--- src/design/rfd_pkg.sv ---
package rfd_pkg;

  // serial word layout
  localparam int WORD_W       = 24;
  localparam int ADDR_W       = 3;
  localparam logic [2:0] ADDR_R0 = 3'h0;
  localparam logic [2:0] ADDR_R1 = 3'h1;

  // first control word fields
  localparam int R0_REF_LSB   = 3;
  localparam int REF_W        = 15;
  localparam int R0_PUMP_HIZ  = 20;
  localparam int R0_CLEAR     = 21;

  // second control word fields
  localparam int R1_PSEL      = 22;
  localparam int R1_PWRDN     = 23;
  localparam int SW_LSB       = 3;
  localparam int SW_W_SMALL   = 4;
  localparam int SW_W_LARGE   = 5;
  localparam int BIN_LSB_SMALL = 7;
  localparam int BIN_LSB_LARGE = 8;
  localparam int BIN_W_SMALL  = 15;
  localparam int BIN_W_LARGE  = 14;
  localparam int CNT_W        = 15;
  localparam int SW_W         = 5;

  // prescaler low moduli
  localparam int MOD_W        = 6;
  localparam logic [5:0] MOD_8  = 6'h08;
  localparam logic [5:0] MOD_16 = 6'h10;
  localparam logic [5:0] MOD_32 = 6'h20;

  // device pin sampling slots
  localparam int NPIN         = 5;
  localparam int PIN_SCLK     = 0;
  localparam int PIN_SDATA    = 1;
  localparam int PIN_LOAD     = 2;
  localparam int PIN_RF       = 3;
  localparam int PIN_REF      = 4;

  // host register map (byte addresses)
  localparam int AV_ADDR_W    = 4;
  localparam logic [3:0] HOST_WORD_OFS   = 4'h0;
  localparam logic [3:0] HOST_STATUS_OFS = 4'h4;
  localparam int STATUS_BUSY  = 0;
  localparam int HALF_DIV_DEF = 8;

endpackage : rfd_pkg

--- src/design/rfd_link_if.sv ---
`timescale 1ns/1ps
`default_nettype none
interface rfd_link_if;
  logic ser_clk;
  logic ser_data;
  logic load_strobe;

  modport host (output ser_clk, output ser_data, output load_strobe);
  modport dev  (input ser_clk, input ser_data, input load_strobe);
endinterface : rfd_link_if
`default_nettype wire

--- src/design/rfd_device.sv ---
`timescale 1ns/1ps
`default_nettype none
module rfd_device #(
  parameter bit LARGE_PRESCALER = 1'b0
) (
  // clock and reset
  input  wire logic ref_clk,
  input  wire logic rst_b,
  // serial link from host
  rfd_link_if.dev   link,
  // rf and reference inputs (pins)
  input  wire logic rf_in,
  input  wire logic ref_in,
  // loop status
  output logic      rf_pump_hiz,
  output logic      rf_powered_down,
  output logic      rf_counter_clear,
  output logic      fb_div_pulse,
  output logic      ref_div_pulse
);

  // whole device state in one register so reset and update stay in one place
  typedef struct packed {
    logic [rfd_pkg::NPIN-1:0]   s1;
    logic [rfd_pkg::NPIN-1:0]   s2;
    logic [rfd_pkg::NPIN-1:0]   s3;
    logic [rfd_pkg::NPIN-1:0]   filt;
    logic [rfd_pkg::WORD_W-1:0] shreg;
    logic [rfd_pkg::WORD_W-1:0] r0;
    logic [rfd_pkg::WORD_W-1:0] r1;
    logic                       pd;
    logic [rfd_pkg::MOD_W-1:0]  pre_cnt;
    logic [rfd_pkg::SW_W-1:0]   sw_left;
    logic [rfd_pkg::CNT_W-1:0]  bin_cnt;
    logic [rfd_pkg::CNT_W-1:0]  ref_cnt;
    logic                       fb_pulse;
    logic                       ref_pulse;
  } rfd_dev_state_t;

  rfd_dev_state_t st_ff;
  rfd_dev_state_t nxt_st;

  logic [rfd_pkg::NPIN-1:0]   rise;
  logic [rfd_pkg::NPIN-1:0]   pin_raw;
  logic [rfd_pkg::SW_W-1:0]   swallow;
  logic [rfd_pkg::CNT_W-1:0]  binary;
  logic [rfd_pkg::CNT_W-1:0]  ref_div;
  logic [rfd_pkg::MOD_W-1:0]  mod_low;
  logic [rfd_pkg::MOD_W-1:0]  mod_now;
  logic                       hold;
  // filter and decode helpers
  logic [rfd_pkg::NPIN-1:0]   agree;
  logic [rfd_pkg::NPIN-1:0]   filt_nxt;
  logic                       clr_bit;
  logic                       hiz_bit;
  logic                       pwrdn_bit;
  logic                       psel_bit;
  logic                       pre_wrap;
  logic                       bin_wrap;
  logic                       ref_wrap;

  assign pin_raw[rfd_pkg::PIN_SCLK]  = link.ser_clk;
  assign pin_raw[rfd_pkg::PIN_SDATA] = link.ser_data;
  assign pin_raw[rfd_pkg::PIN_LOAD]  = link.load_strobe;
  assign pin_raw[rfd_pkg::PIN_RF]    = rf_in;
  assign pin_raw[rfd_pkg::PIN_REF]   = ref_in;

  // a level counts once stages 2 and 3 agree, so a one-cycle glitch never lands
  for (genvar g = 0; g < rfd_pkg::NPIN; g++) begin : g_pin
    assign agree[g]    = (st_ff.s2[g] == st_ff.s3[g]);
    assign filt_nxt[g] = agree[g] ? st_ff.s3[g] : st_ff.filt[g];
    assign rise[g]     = agree[g] & st_ff.s3[g] & ~st_ff.filt[g];
  end

  // named views of the stored control words
  assign clr_bit   = st_ff.r0[rfd_pkg::R0_CLEAR];
  assign hiz_bit   = st_ff.r0[rfd_pkg::R0_PUMP_HIZ];
  assign pwrdn_bit = st_ff.r1[rfd_pkg::R1_PWRDN];
  assign psel_bit  = st_ff.r1[rfd_pkg::R1_PSEL];

  // field decode depends on the variant
  always_comb begin
    if (LARGE_PRESCALER) begin
      swallow = st_ff.r1[rfd_pkg::SW_LSB +: rfd_pkg::SW_W_LARGE];
      binary  = {1'b0, st_ff.r1[rfd_pkg::BIN_LSB_LARGE +: rfd_pkg::BIN_W_LARGE]};
      mod_low = psel_bit ? rfd_pkg::MOD_32 : rfd_pkg::MOD_16;
    end else begin
      swallow = {1'b0, st_ff.r1[rfd_pkg::SW_LSB +: rfd_pkg::SW_W_SMALL]};
      binary  = st_ff.r1[rfd_pkg::BIN_LSB_SMALL +: rfd_pkg::BIN_W_SMALL];
      mod_low = psel_bit ? rfd_pkg::MOD_16 : rfd_pkg::MOD_8;
    end
    ref_div = st_ff.r0[rfd_pkg::R0_REF_LSB +: rfd_pkg::REF_W];
  end

  // high modulus while swallow count remains
  assign mod_now = (st_ff.sw_left != '0) ? mod_low + 6'h01 : mod_low;
  // power-down stops counting as a clear does
  assign hold    = clr_bit | st_ff.pd;

  // terminal counts; binary at 3 or more keeps the compare from wrapping
  assign pre_wrap = (st_ff.pre_cnt >= mod_now - 6'h01);
  assign bin_wrap = (st_ff.bin_cnt >= binary - 15'h0001);
  assign ref_wrap = (st_ff.ref_cnt >= ref_div - 15'h0001);

  always_comb begin
    nxt_st      = st_ff;
    // three-stage sampling of every pin
    nxt_st.s1   = pin_raw;
    nxt_st.s2   = st_ff.s1;
    nxt_st.s3   = st_ff.s2;
    nxt_st.filt = filt_nxt;

    // msb enters first and walks toward bit 23
    if (rise[rfd_pkg::PIN_SCLK]) begin
      nxt_st.shreg = {st_ff.shreg[rfd_pkg::WORD_W-2:0],
                      st_ff.filt[rfd_pkg::PIN_SDATA]};
    end
    if (rise[rfd_pkg::PIN_LOAD]) begin
      // other codes reach registers outside this block and are dropped
      unique case (st_ff.shreg[rfd_pkg::ADDR_W-1:0])
        rfd_pkg::ADDR_R0: nxt_st.r0 = st_ff.shreg;
        rfd_pkg::ADDR_R1: nxt_st.r1 = st_ff.shreg;
        default: ;
      endcase
    end

    // async power-down when pump is floated, else wait for a pfd event
    // the sync case waits for the reference edge so the loop stops between
    // comparisons rather than mid-pulse
    if (!pwrdn_bit) begin
      nxt_st.pd = 1'b0;
    end else if (hiz_bit || st_ff.ref_pulse) begin
      nxt_st.pd = 1'b1;
    end

    nxt_st.fb_pulse  = 1'b0;
    nxt_st.ref_pulse = 1'b0;
    if (hold) begin
      // all counters parked at their start so release aligns them exactly
      nxt_st.pre_cnt = '0;
      nxt_st.bin_cnt = '0;
      nxt_st.ref_cnt = '0;
      nxt_st.sw_left = swallow;
    end else begin
      if (rise[rfd_pkg::PIN_RF]) begin
        if (pre_wrap) begin
          nxt_st.pre_cnt = '0;
          if (st_ff.sw_left != '0) begin
            nxt_st.sw_left = st_ff.sw_left - 5'h01;
          end
          if (bin_wrap) begin
            // host keeps binary at 3 or more and swallow not above it
            nxt_st.bin_cnt  = '0;
            nxt_st.sw_left  = swallow;
            nxt_st.fb_pulse = 1'b1;
          end else begin
            nxt_st.bin_cnt = st_ff.bin_cnt + 15'h0001;
          end
        end else begin
          nxt_st.pre_cnt = st_ff.pre_cnt + 6'h01;
        end
      end
      if (rise[rfd_pkg::PIN_REF]) begin
        if (ref_wrap) begin
          nxt_st.ref_cnt   = '0;
          nxt_st.ref_pulse = 1'b1;
        end else begin
          nxt_st.ref_cnt = st_ff.ref_cnt + 15'h0001;
        end
      end
    end
  end

  always_ff @(posedge ref_clk or negedge rst_b) begin
    if (!rst_b) begin
      st_ff <= '0;
    end else begin
      st_ff <= nxt_st;
    end
  end

  // pump float follows the stored bit with no further gating
  assign rf_pump_hiz      = hiz_bit;
  assign rf_powered_down  = st_ff.pd;
  assign rf_counter_clear = clr_bit;
  assign fb_div_pulse     = st_ff.fb_pulse;
  assign ref_div_pulse    = st_ff.ref_pulse;

endmodule : rfd_device
`default_nettype wire

--- src/flat_wrapper.sv ---
// flat-port wrapper written by rule: the top's interface ports become plain ports
module rfd_device_flat 
#(
  parameter bit LARGE_PRESCALER = 1'b0
)
  (ref_clk, rst_b, rf_in, ref_in, rf_pump_hiz, rf_powered_down, rf_counter_clear, fb_div_pulse, ref_div_pulse, link_ser_clk, link_ser_data, link_load_strobe);
  rfd_link_if link_i ();
  input  wire logic ref_clk;
  input  wire logic rst_b;
  input  wire logic rf_in;
  input  wire logic ref_in;
  output logic rf_pump_hiz;
  output logic rf_powered_down;
  output logic rf_counter_clear;
  output logic fb_div_pulse;
  output logic ref_div_pulse;
  input wire logic [$bits(link_i.ser_clk)-1:0] link_ser_clk;
  input wire logic [$bits(link_i.ser_data)-1:0] link_ser_data;
  input wire logic [$bits(link_i.load_strobe)-1:0] link_load_strobe;
  assign link_i.ser_clk = link_ser_clk;
  assign link_i.ser_data = link_ser_data;
  assign link_i.load_strobe = link_load_strobe;
  rfd_device #(.LARGE_PRESCALER(LARGE_PRESCALER)) u_core (.ref_clk(ref_clk), .rst_b(rst_b), .link(link_i), .rf_in(rf_in), .ref_in(ref_in), .rf_pump_hiz(rf_pump_hiz), .rf_powered_down(rf_powered_down), .rf_counter_clear(rf_counter_clear), .fb_div_pulse(fb_div_pulse), .ref_div_pulse(ref_div_pulse));
endmodule
--- config.mk ---
export PLATFORM = sky130hd
export DESIGN_NAME = rfd_device_flat
export DESIGN_NICKNAME = d
export VERILOG_FILES = /design/src/design/rfd_pkg.sv /design/src/design/rfd_link_if.sv /design/src/design/rfd_device.sv /design/src/flat_wrapper.sv
export SDC_FILE = /design/constraint.sdc
export NUM_CORES = 1
export LEC_CHECK = 0
export BUFFER_PORTS_ARGS = -buffer_cell sky130_fd_sc_hd__buf_2
export CELL_PAD_IN_SITES_DETAIL_PLACEMENT = 2
export CELL_PAD_IN_SITES_GLOBAL_PLACEMENT = 2
export CORE_MARGIN = 2
export CORE_UTILIZATION = 31
export CTS_CLUSTER_SIZE = 40
export DETAILED_ROUTE_END_ITERATION = 12
export PLACE_DENSITY = 0.65
export SLEW_MARGIN = 20
export SYNTH_ARGS = -nofsm -noshare
export SYNTH_HDL_FRONTEND = slang
export SYNTH_SLANG_ARGS = --single-unit
--- constraint.sdc ---
create_clock -name ref_clk -period 6.99 [get_ports ref_clk]
set_clock_uncertainty 0.15 [all_clocks]
set_input_delay 0 -clock ref_clk [delete_from_list [all_inputs] [get_ports ref_clk]]
set_output_delay 0 -clock ref_clk [all_outputs]
set_load 0.05 [all_outputs]
== Word-level counts from Yosys, hierarchy flattened ==
Cells that the tools add are included.

* Add/sub/neg operators: 8
* Order comparisons: 3
* Equality and inequality tests: 7
* Muxes and demuxes: 19
* Bitwise operators: 13
* Reduce and logical (&&, ||, !) cells: 11

{| class="wikitable"
|+ Operator list
! operator !! count
|-
| $mux W15 || 3
|-
| $mux W41 || 1
|-
| $add A15 B1 Y15 const B || 2
|-
| $ge A15 B15 Y1 || 2
|-
| $sub A15 B1 Y15 const B || 2
|-
| $mux W26 || 1
|-
| $mux W20 || 1
|-
| $mux W5 || 3
|-
| $add A6 B1 Y6 const B || 2
|-
| $mux W6 || 2
|-
| $and A1 B1 Y1 || 8
|-
| $mux W1 || 7
|-
| $ge A6 B6 Y1 || 1
|-
| $reduce_and A2 Y1 || 3
|-
| $reduce_bool A2 Y1 || 3
|-
| $sub A6 B1 Y6 const B || 1
|-
| $eq A1 B1 Y1 || 5
|-
| $reduce_bool A5 Y1 || 1
|-
| $sub A5 B1 Y5 const B || 1
|-
| $not A1 Y1 || 4
|-
| $eq A3 B1 Y1 const B || 1
|-
| $logic_not A3 Y1 || 1
|-
| $reduce_and A3 Y1 || 1
|-
| $reduce_bool A3 Y1 || 1
|-
| 4 further kinds || 4
|}

* Register bits: 134
* Input bits: 7
* Output and inout port bits: 5
* Logic and storage cells: 79

== Longest topological paths before layout ==
* Depth after elaboration: 8
* Depth in mapped cells: 15
* Mapped depth without buffers: 14

== Worst setup path before layout ==
No wires, ideal clock.

* Path type: register -> register
* Start: register u_core.st_ff (netlist bit u_core.binary[3])
* End: register u_core.st_ff[32] (netlist name)
* Library setup time: 0.138 ns
* Data arrival time: 2.928 ns
* Required time: 6.702 ns
* Path slack: 3.773 ns
* Cell stages (with the launch flop): 13
* Buffers on the path: 1
* Clock period less this slack: 3.217 ns
* Path through: dfrtp_1 > nor4_1 > nand2b_1 > nor4_1 > xnor2_1 > ha_1 > nand4_1 > o21bai_1 > a2111oi_4 > nand2_2 > buf_2 > o21ai_1 > a22oi_1

* Longest elaborated chain between the ends: 6
* Elaborated cells on any way between the ends: 8
* Those cells by class: add/sub: 1; order compare: 1; mux: 4; reduce/logical: 2

{| class="wikitable"
|+ RTL lines
! element !! RTL line !! source
|-
| from (decl) || rfd_device.sv:40 || <nowiki>rfd_dev_state_t st_ff;</nowiki>
|-
| from (signal assigned) || rfd_device.sv:178 || <nowiki>st_ff <= nxt_st;</nowiki>
|-
| $sub A15 B1 Y15 (*) || rfd_device.sv:102 || <nowiki>assign bin_wrap = (st_ff.bin_cnt >= binary - 15'h0001);</nowiki>
|-
| $ge A15 B15 Y1 (*) || rfd_device.sv:102 ||
|-
| $mux W5 || rfd_device.sv:151 || <nowiki>if (bin_wrap) begin</nowiki>
|-
| $mux W20 || rfd_device.sv:146 || <nowiki>if (pre_wrap) begin</nowiki>
|-
| $mux W26 || rfd_device.sv:145 || <nowiki>if (rise[rfd_pkg::PIN_RF]) begin</nowiki>
|-
| $mux W41 || rfd_device.sv:138 || <nowiki>if (hold) begin</nowiki>
|}

Every way passes the cells marked *; elsewhere a longest branch is shown, timed or not. The select of a mux whose other input is x is not followed.
A chain may end at the register's enable or synchronous reset.

== Final worst setup path ==
* Start: register u_core.st_ff[32] (netlist name)
* End: register u_core.st_ff[22] (netlist name)

* Longest elaborated chain between the ends: 6

{| class="wikitable"
|+ RTL lines
! element !! RTL line !! source
|-
| $reduce_bool A5 Y1 || rfd_device.sv:96 || <nowiki>assign mod_now = (st_ff.sw_left != '0) ? mod_low + 6'h01 : mod_low;</nowiki>
|-
| $mux W6 || rfd_device.sv:96 ||
|-
| $sub A6 B1 Y6 || rfd_device.sv:101 || <nowiki>assign pre_wrap = (st_ff.pre_cnt >= mod_now - 6'h01);</nowiki>
|-
| $ge A6 B6 Y1 || rfd_device.sv:101 ||
|-
| $reduce_bool A2 Y1 (no line) || - ||
|-
| $reduce_and A2 Y1 (no line) || - ||
|}

Every way passes these cells.

==> metrics.md <==
| Metric | Value |
|---|---|
| Initial core utilization | 31.79% |
| Most used DFF post-synth | sky130_fd_sc_hd__dfrtp_1 |
| Tot Pwr | 2.401 mW |
| Delay of the slowest cell on the worst path | 0.56 ns |
| Sequential Area | 3153 sq um |
| Multiplexer share of the synthesized area | 12.08% |
| Cell Area, Synth | 6474 sq um |
| Run status | complete, no violations |
| Final hold violation count | 0 |
| Xor/xnor share of the synthesized area | 5.006% |
| Met3 usage in global routing | 3.528% |
| Slew HR | 35.00% |
| Number of buffers on the longest clock path | 2 |
| Largest family of logic cells by synthesized area | simple AND/OR/NAND/NOR gates |
| GR Util All Layers | 15.67% |
| H-tree Lvls | 4 |
| Ratio of cells with drive above 1 in the final layout | 19.12% |
| Remaining Overflow, GRT | 0 |
| Unrepaired setup endpoints after global routing | no |
| Arrival time worst endpoint | 4.27 ns |
| Via count | 4592 |
| End-of-flow core utilization | 36.85% |
| Type of destination of the critical path | flop |
| Cell variety after synth | 46 |
| Count of boundary I/O pins | 12 |
| Adder-cell share of the synthesized area | 9.045% |
| Number of iterations in the first detailed-routing pass | 4 |
| Fraction of power spent switching nets | 31.85% |
| Postcts setup bufs | 0 |
| Slew @ Worst Pin | 0.9749 ns |
| Cell count after placement | 849 |
| Root buffer selected by CTS | sky130_fd_sc_hd__clkbuf_16 |
| Total wire length after detailed routing | 15.80 mm |
| Worst-case setup slack after placement | 2.814 ns |
| Final setup violating endpoints | 0 |
| GPL Wtd Cong | 0.7649 |
| Pin count of the biggest net entering global routing | 75 |
| Synthesis Warnings | 0 |
| Gr busiest metal | met2 |
| Worst hold margin | 0.06697 ns |
| Leakage | 3.534 nW |
| Number of antenna-violating nets in the routed design | 0 |
| Met2 demand-to-capacity share in global routing | 26.78% |
| CP cell instances | inv_1 -> ha_1 -> nand2b_1 -> or3_1 -> ha_1 -> inv_1 -> ha_1 -> a21oi_1 -> o22ai_1 -> a21oi_1 -> nand2_1 -> nand3_1 -> o31ai_1 |
| Die area | 22060 sq um |
| Power per cell area | 320.0 nW/um^2 |
| Grt met1 use | 19.96% |
| Number of antenna violations at the first check in global routing | 0 |
| Cell area after layout | 7503 sq um |
| Class of the worst hold path | primary input to flop |
| Flop and latch count out of synthesis | 126 |
| Fraction of power consumed by sequential logic | 37.7% |
| Count of buffers from port buffering | 11 |
| Critical Path Slowest Stage Cell | sky130_fd_sc_hd__nand2_1 |
| Simple logic cell fraction of the synthesized area | 14.77% |
| Average cell area after synthesis | 11.18 sq um |
| Fill cell count | 2108 |
| Total nets after synthesis | 632 |
| Area used by multi-input combinational logic | 3217 sq um |
| Crit start category | flop |
| Die boundary width | 148.5 um |
| Worst Path Required | 7.14 ns |
| Sum Neg Setup Slack | 0 ns |
| Clock share of power | 37.7% |
| Largest fanout on the critical path | 19 |
| Final worst path period need | 4.120 ns |
| Growth of design area from synthesis to finish | 15.91% |
| Cell family contributing the most delay on the critical path | simple AND/OR/NAND/NOR gates |
| Number of synthesized flops with an enable pin | 0 |
| Critical path's most frequent cell | sky130_fd_sc_hd__ha_1 |
| Max Cap Violations | 0 |
| Seq/Total Area, Yosys | 48.71% |
| Clock latency at the later pin of the worst-skew pair | 0.43 ns |
| Number of global-route vias before repair | 5105 |
| Critical path buffer and inverter count | 2 |
| PnR worst setup slack | 2.870 ns |
| Core region area | 20360 sq um |
| Share of synthesized flip-flops with an asynchronous set or reset | 100.0% |
| Half-perimeter wire length after placement | 11.40 mm |
| Synthesized instance count | 579 |
| Wire length of the first global-routing pass | 26.79 mm |
| Final standard cell count with taps included and fillers excluded | 887 |
| Compound-gate portion of the synthesized area | 8.678% |
| Violation count after the first detailed-route iteration | 102 |
| Worst supply voltage drop on vdd | 0.1781 mV |
| CTS sink cnt | 126 |
| FP Rows | 52 |
| Net switching power of the design | 0.7648 mW |
| Design internal power | 1.636 mW |
| Classification of the worst setup path | flop to flop |
| NumNets Final | 658 |
| Average detailed-routed wire length per instance | 17.81 um |
| Clock-pin slew on the worst setup and hold paths | 0.06 ns |
| Height of the die | 148.5 um |
| Placed Instance Area | 6837 sq um |
| TritonCTS clock tree | yes |
| Max-slew violation count | 0 |
| Inserted Clock Buffers | 17 |
| Avg Vias per Cell | 5.177 |
| Comb power frac | 24.6% |
| Diode count | 0 |
| DRC violations left | 0 |
| Max Fclk | 0.2427 GHz |
| Ratio of final minimum period to clock period | 58.95% |
-- path summary, 6_finish.rpt --
kind / startpoint / to / depth (start not counted) / slack (ns)
max: u_core.st_ff[32] / u_core.st_ff[22] / 13 / 2.87
min: ref_in / u_core.nxt_st[130] / 2 / 0.07
max reg2reg: u_core.st_ff[32] / u_core.st_ff[22] / 13 / 2.87
min reg2reg: u_core.nxt_st[127] / u_core.nxt_st[122] / 0 / 0.20
max in group asynchronous: rst_b / u_core.binary[11] / 3 / 5.30
min in group asynchronous: rst_b / u_core.st_ff[23] / 2 / 0.13
-- state kept, by name, summed over array words and instances, names as in the netlist, 10 cells and up --
| name | count |
|---|---|
| u_core.nxt_st | 10 |
| u_core.binary | 15 |
| u_core.ref_div | 15 |
| u_core.st_ff | 79 |
-- routing by layer --
layer	share of wire [%]	routed length [um]
met5	0	0
met4	1.1	175
met3	1.9	307
met2	50	7965
met1	47	7350
-- synthesized netlist by cell type, drive strengths merged, types with 2 or more instances --
cell type | count | area (sq um)
nand4 | 16 | 100.1
or2 | 3 | 18.77
nor3 | 12 | 60.06
nand2 | 37 | 141.4
a21o | 5 | 37.54
and2 | 3 | 18.77
o21bai | 2 | 15.01
a21oi | 18 | 90.09
or3 | 6 | 37.54
nor4 | 12 | 90.09
mux2i | 5 | 50.05
o2bb2ai | 3 | 26.28
xor2 | 15 | 131.4
nor2 | 49 | 183.9
a22oi | 4 | 30.03
inv | 17 | 63.81
nand3 | 18 | 90.09
nand2b | 10 | 62.56
nor2b | 5 | 31.28
nor3b | 2 | 15.01
ha | 46 | 575.6
buf | 2 | 10.01
xnor2 | 22 | 192.7
dfrtp | 126 | 3153
clkbuf | 10 | 37.54
o31ai | 7 | 57.55
a22o | 6 | 52.55
a211oi | 6 | 50.05
mux2 | 65 | 732.0
a31oi | 4 | 25.02
and3 | 6 | 37.54
o21ai | 25 | 125.1
nand3b | 5 | 37.54
-- placed cells by master, fill, tap and decap left out, drive strengths merged, types with 3 or more instances in the layout --
| master | n |
|---|---|
| or3 | 6 |
| nand3b | 5 |
| a22oi | 4 |
| o2bb2ai | 3 |
| a31oi | 4 |
| dfrtp | 126 |
| nor2 | 49 |
| buf | 13 |
| or2 | 3 |
| nand2b | 10 |
| a21o | 5 |
| nand3 | 18 |
| nor2b | 5 |
| and3 | 6 |
| nor4 | 12 |
| clkbuf | 18 |
| a22o | 6 |
| mux2 | 65 |
| ha | 46 |
| xor2 | 15 |
| a211oi | 6 |
| mux2i | 5 |
| and2 | 3 |
| nor3 | 12 |
| a21oi | 18 |
| inv | 19 |
| dlygate4sd3 | 6 |
| o21ai | 25 |
| nand4 | 16 |
| clkinv | 5 |
| o31ai | 7 |
| bufinv | 3 |
| nand2 | 37 |
| xnor2 | 22 |
| clkinvlp | 3 |
-- power groups by stage --
stage | Sequential [mW] | Clock (mW) | Combinational [mW]
6_report | 0.904 | 0.906 | 0.591
5_1_grt | 0.920 | 0.962 | 0.677
4_1_cts | 0.907 | 0.928 | 0.607
3_5_place_dp | 0.919 | 0 | 0.590
3_3_place_gp | 0.911 | 0 | 0.545
2_1_floorplan | 0.878 | 0 | 0.441
-- area by class of cell --
cell class | instances | share of cell area [%]
Tap cell | 270 | 4.502
Clock buffer | 18 | 5.720
Timing Repair Buffer | 19 | 1.818
Clock inverter | 13 | 2.218
Multi-Input combinational cell | 424 | 42.87
Sequential cell | 126 | 42.02
Inverter | 17 | 0.8504
-- cells by family (layout without fill, tap and decap cells) --
logic type | after synthesis | after routing
and+or+nand+nor | 186 | 186
DFF | 126 | 126
xor gates and xnor gates | 37 | 37
buffers and inverters | 29 | 67
muxes | 70 | 70
AOI/OAI and AO/OA | 84 | 84
adders and majority gates | 47 | 47
-- what timing repair did --
item / 4_1_cts / 5_1_grt
endpoints found under the setup margin: 0 / 0
resized for setup: 0 / 0
endpoints found under the hold margin: 78 / 0
hold buffers: 6 / 0
Power figures use the tool's default switching activity.
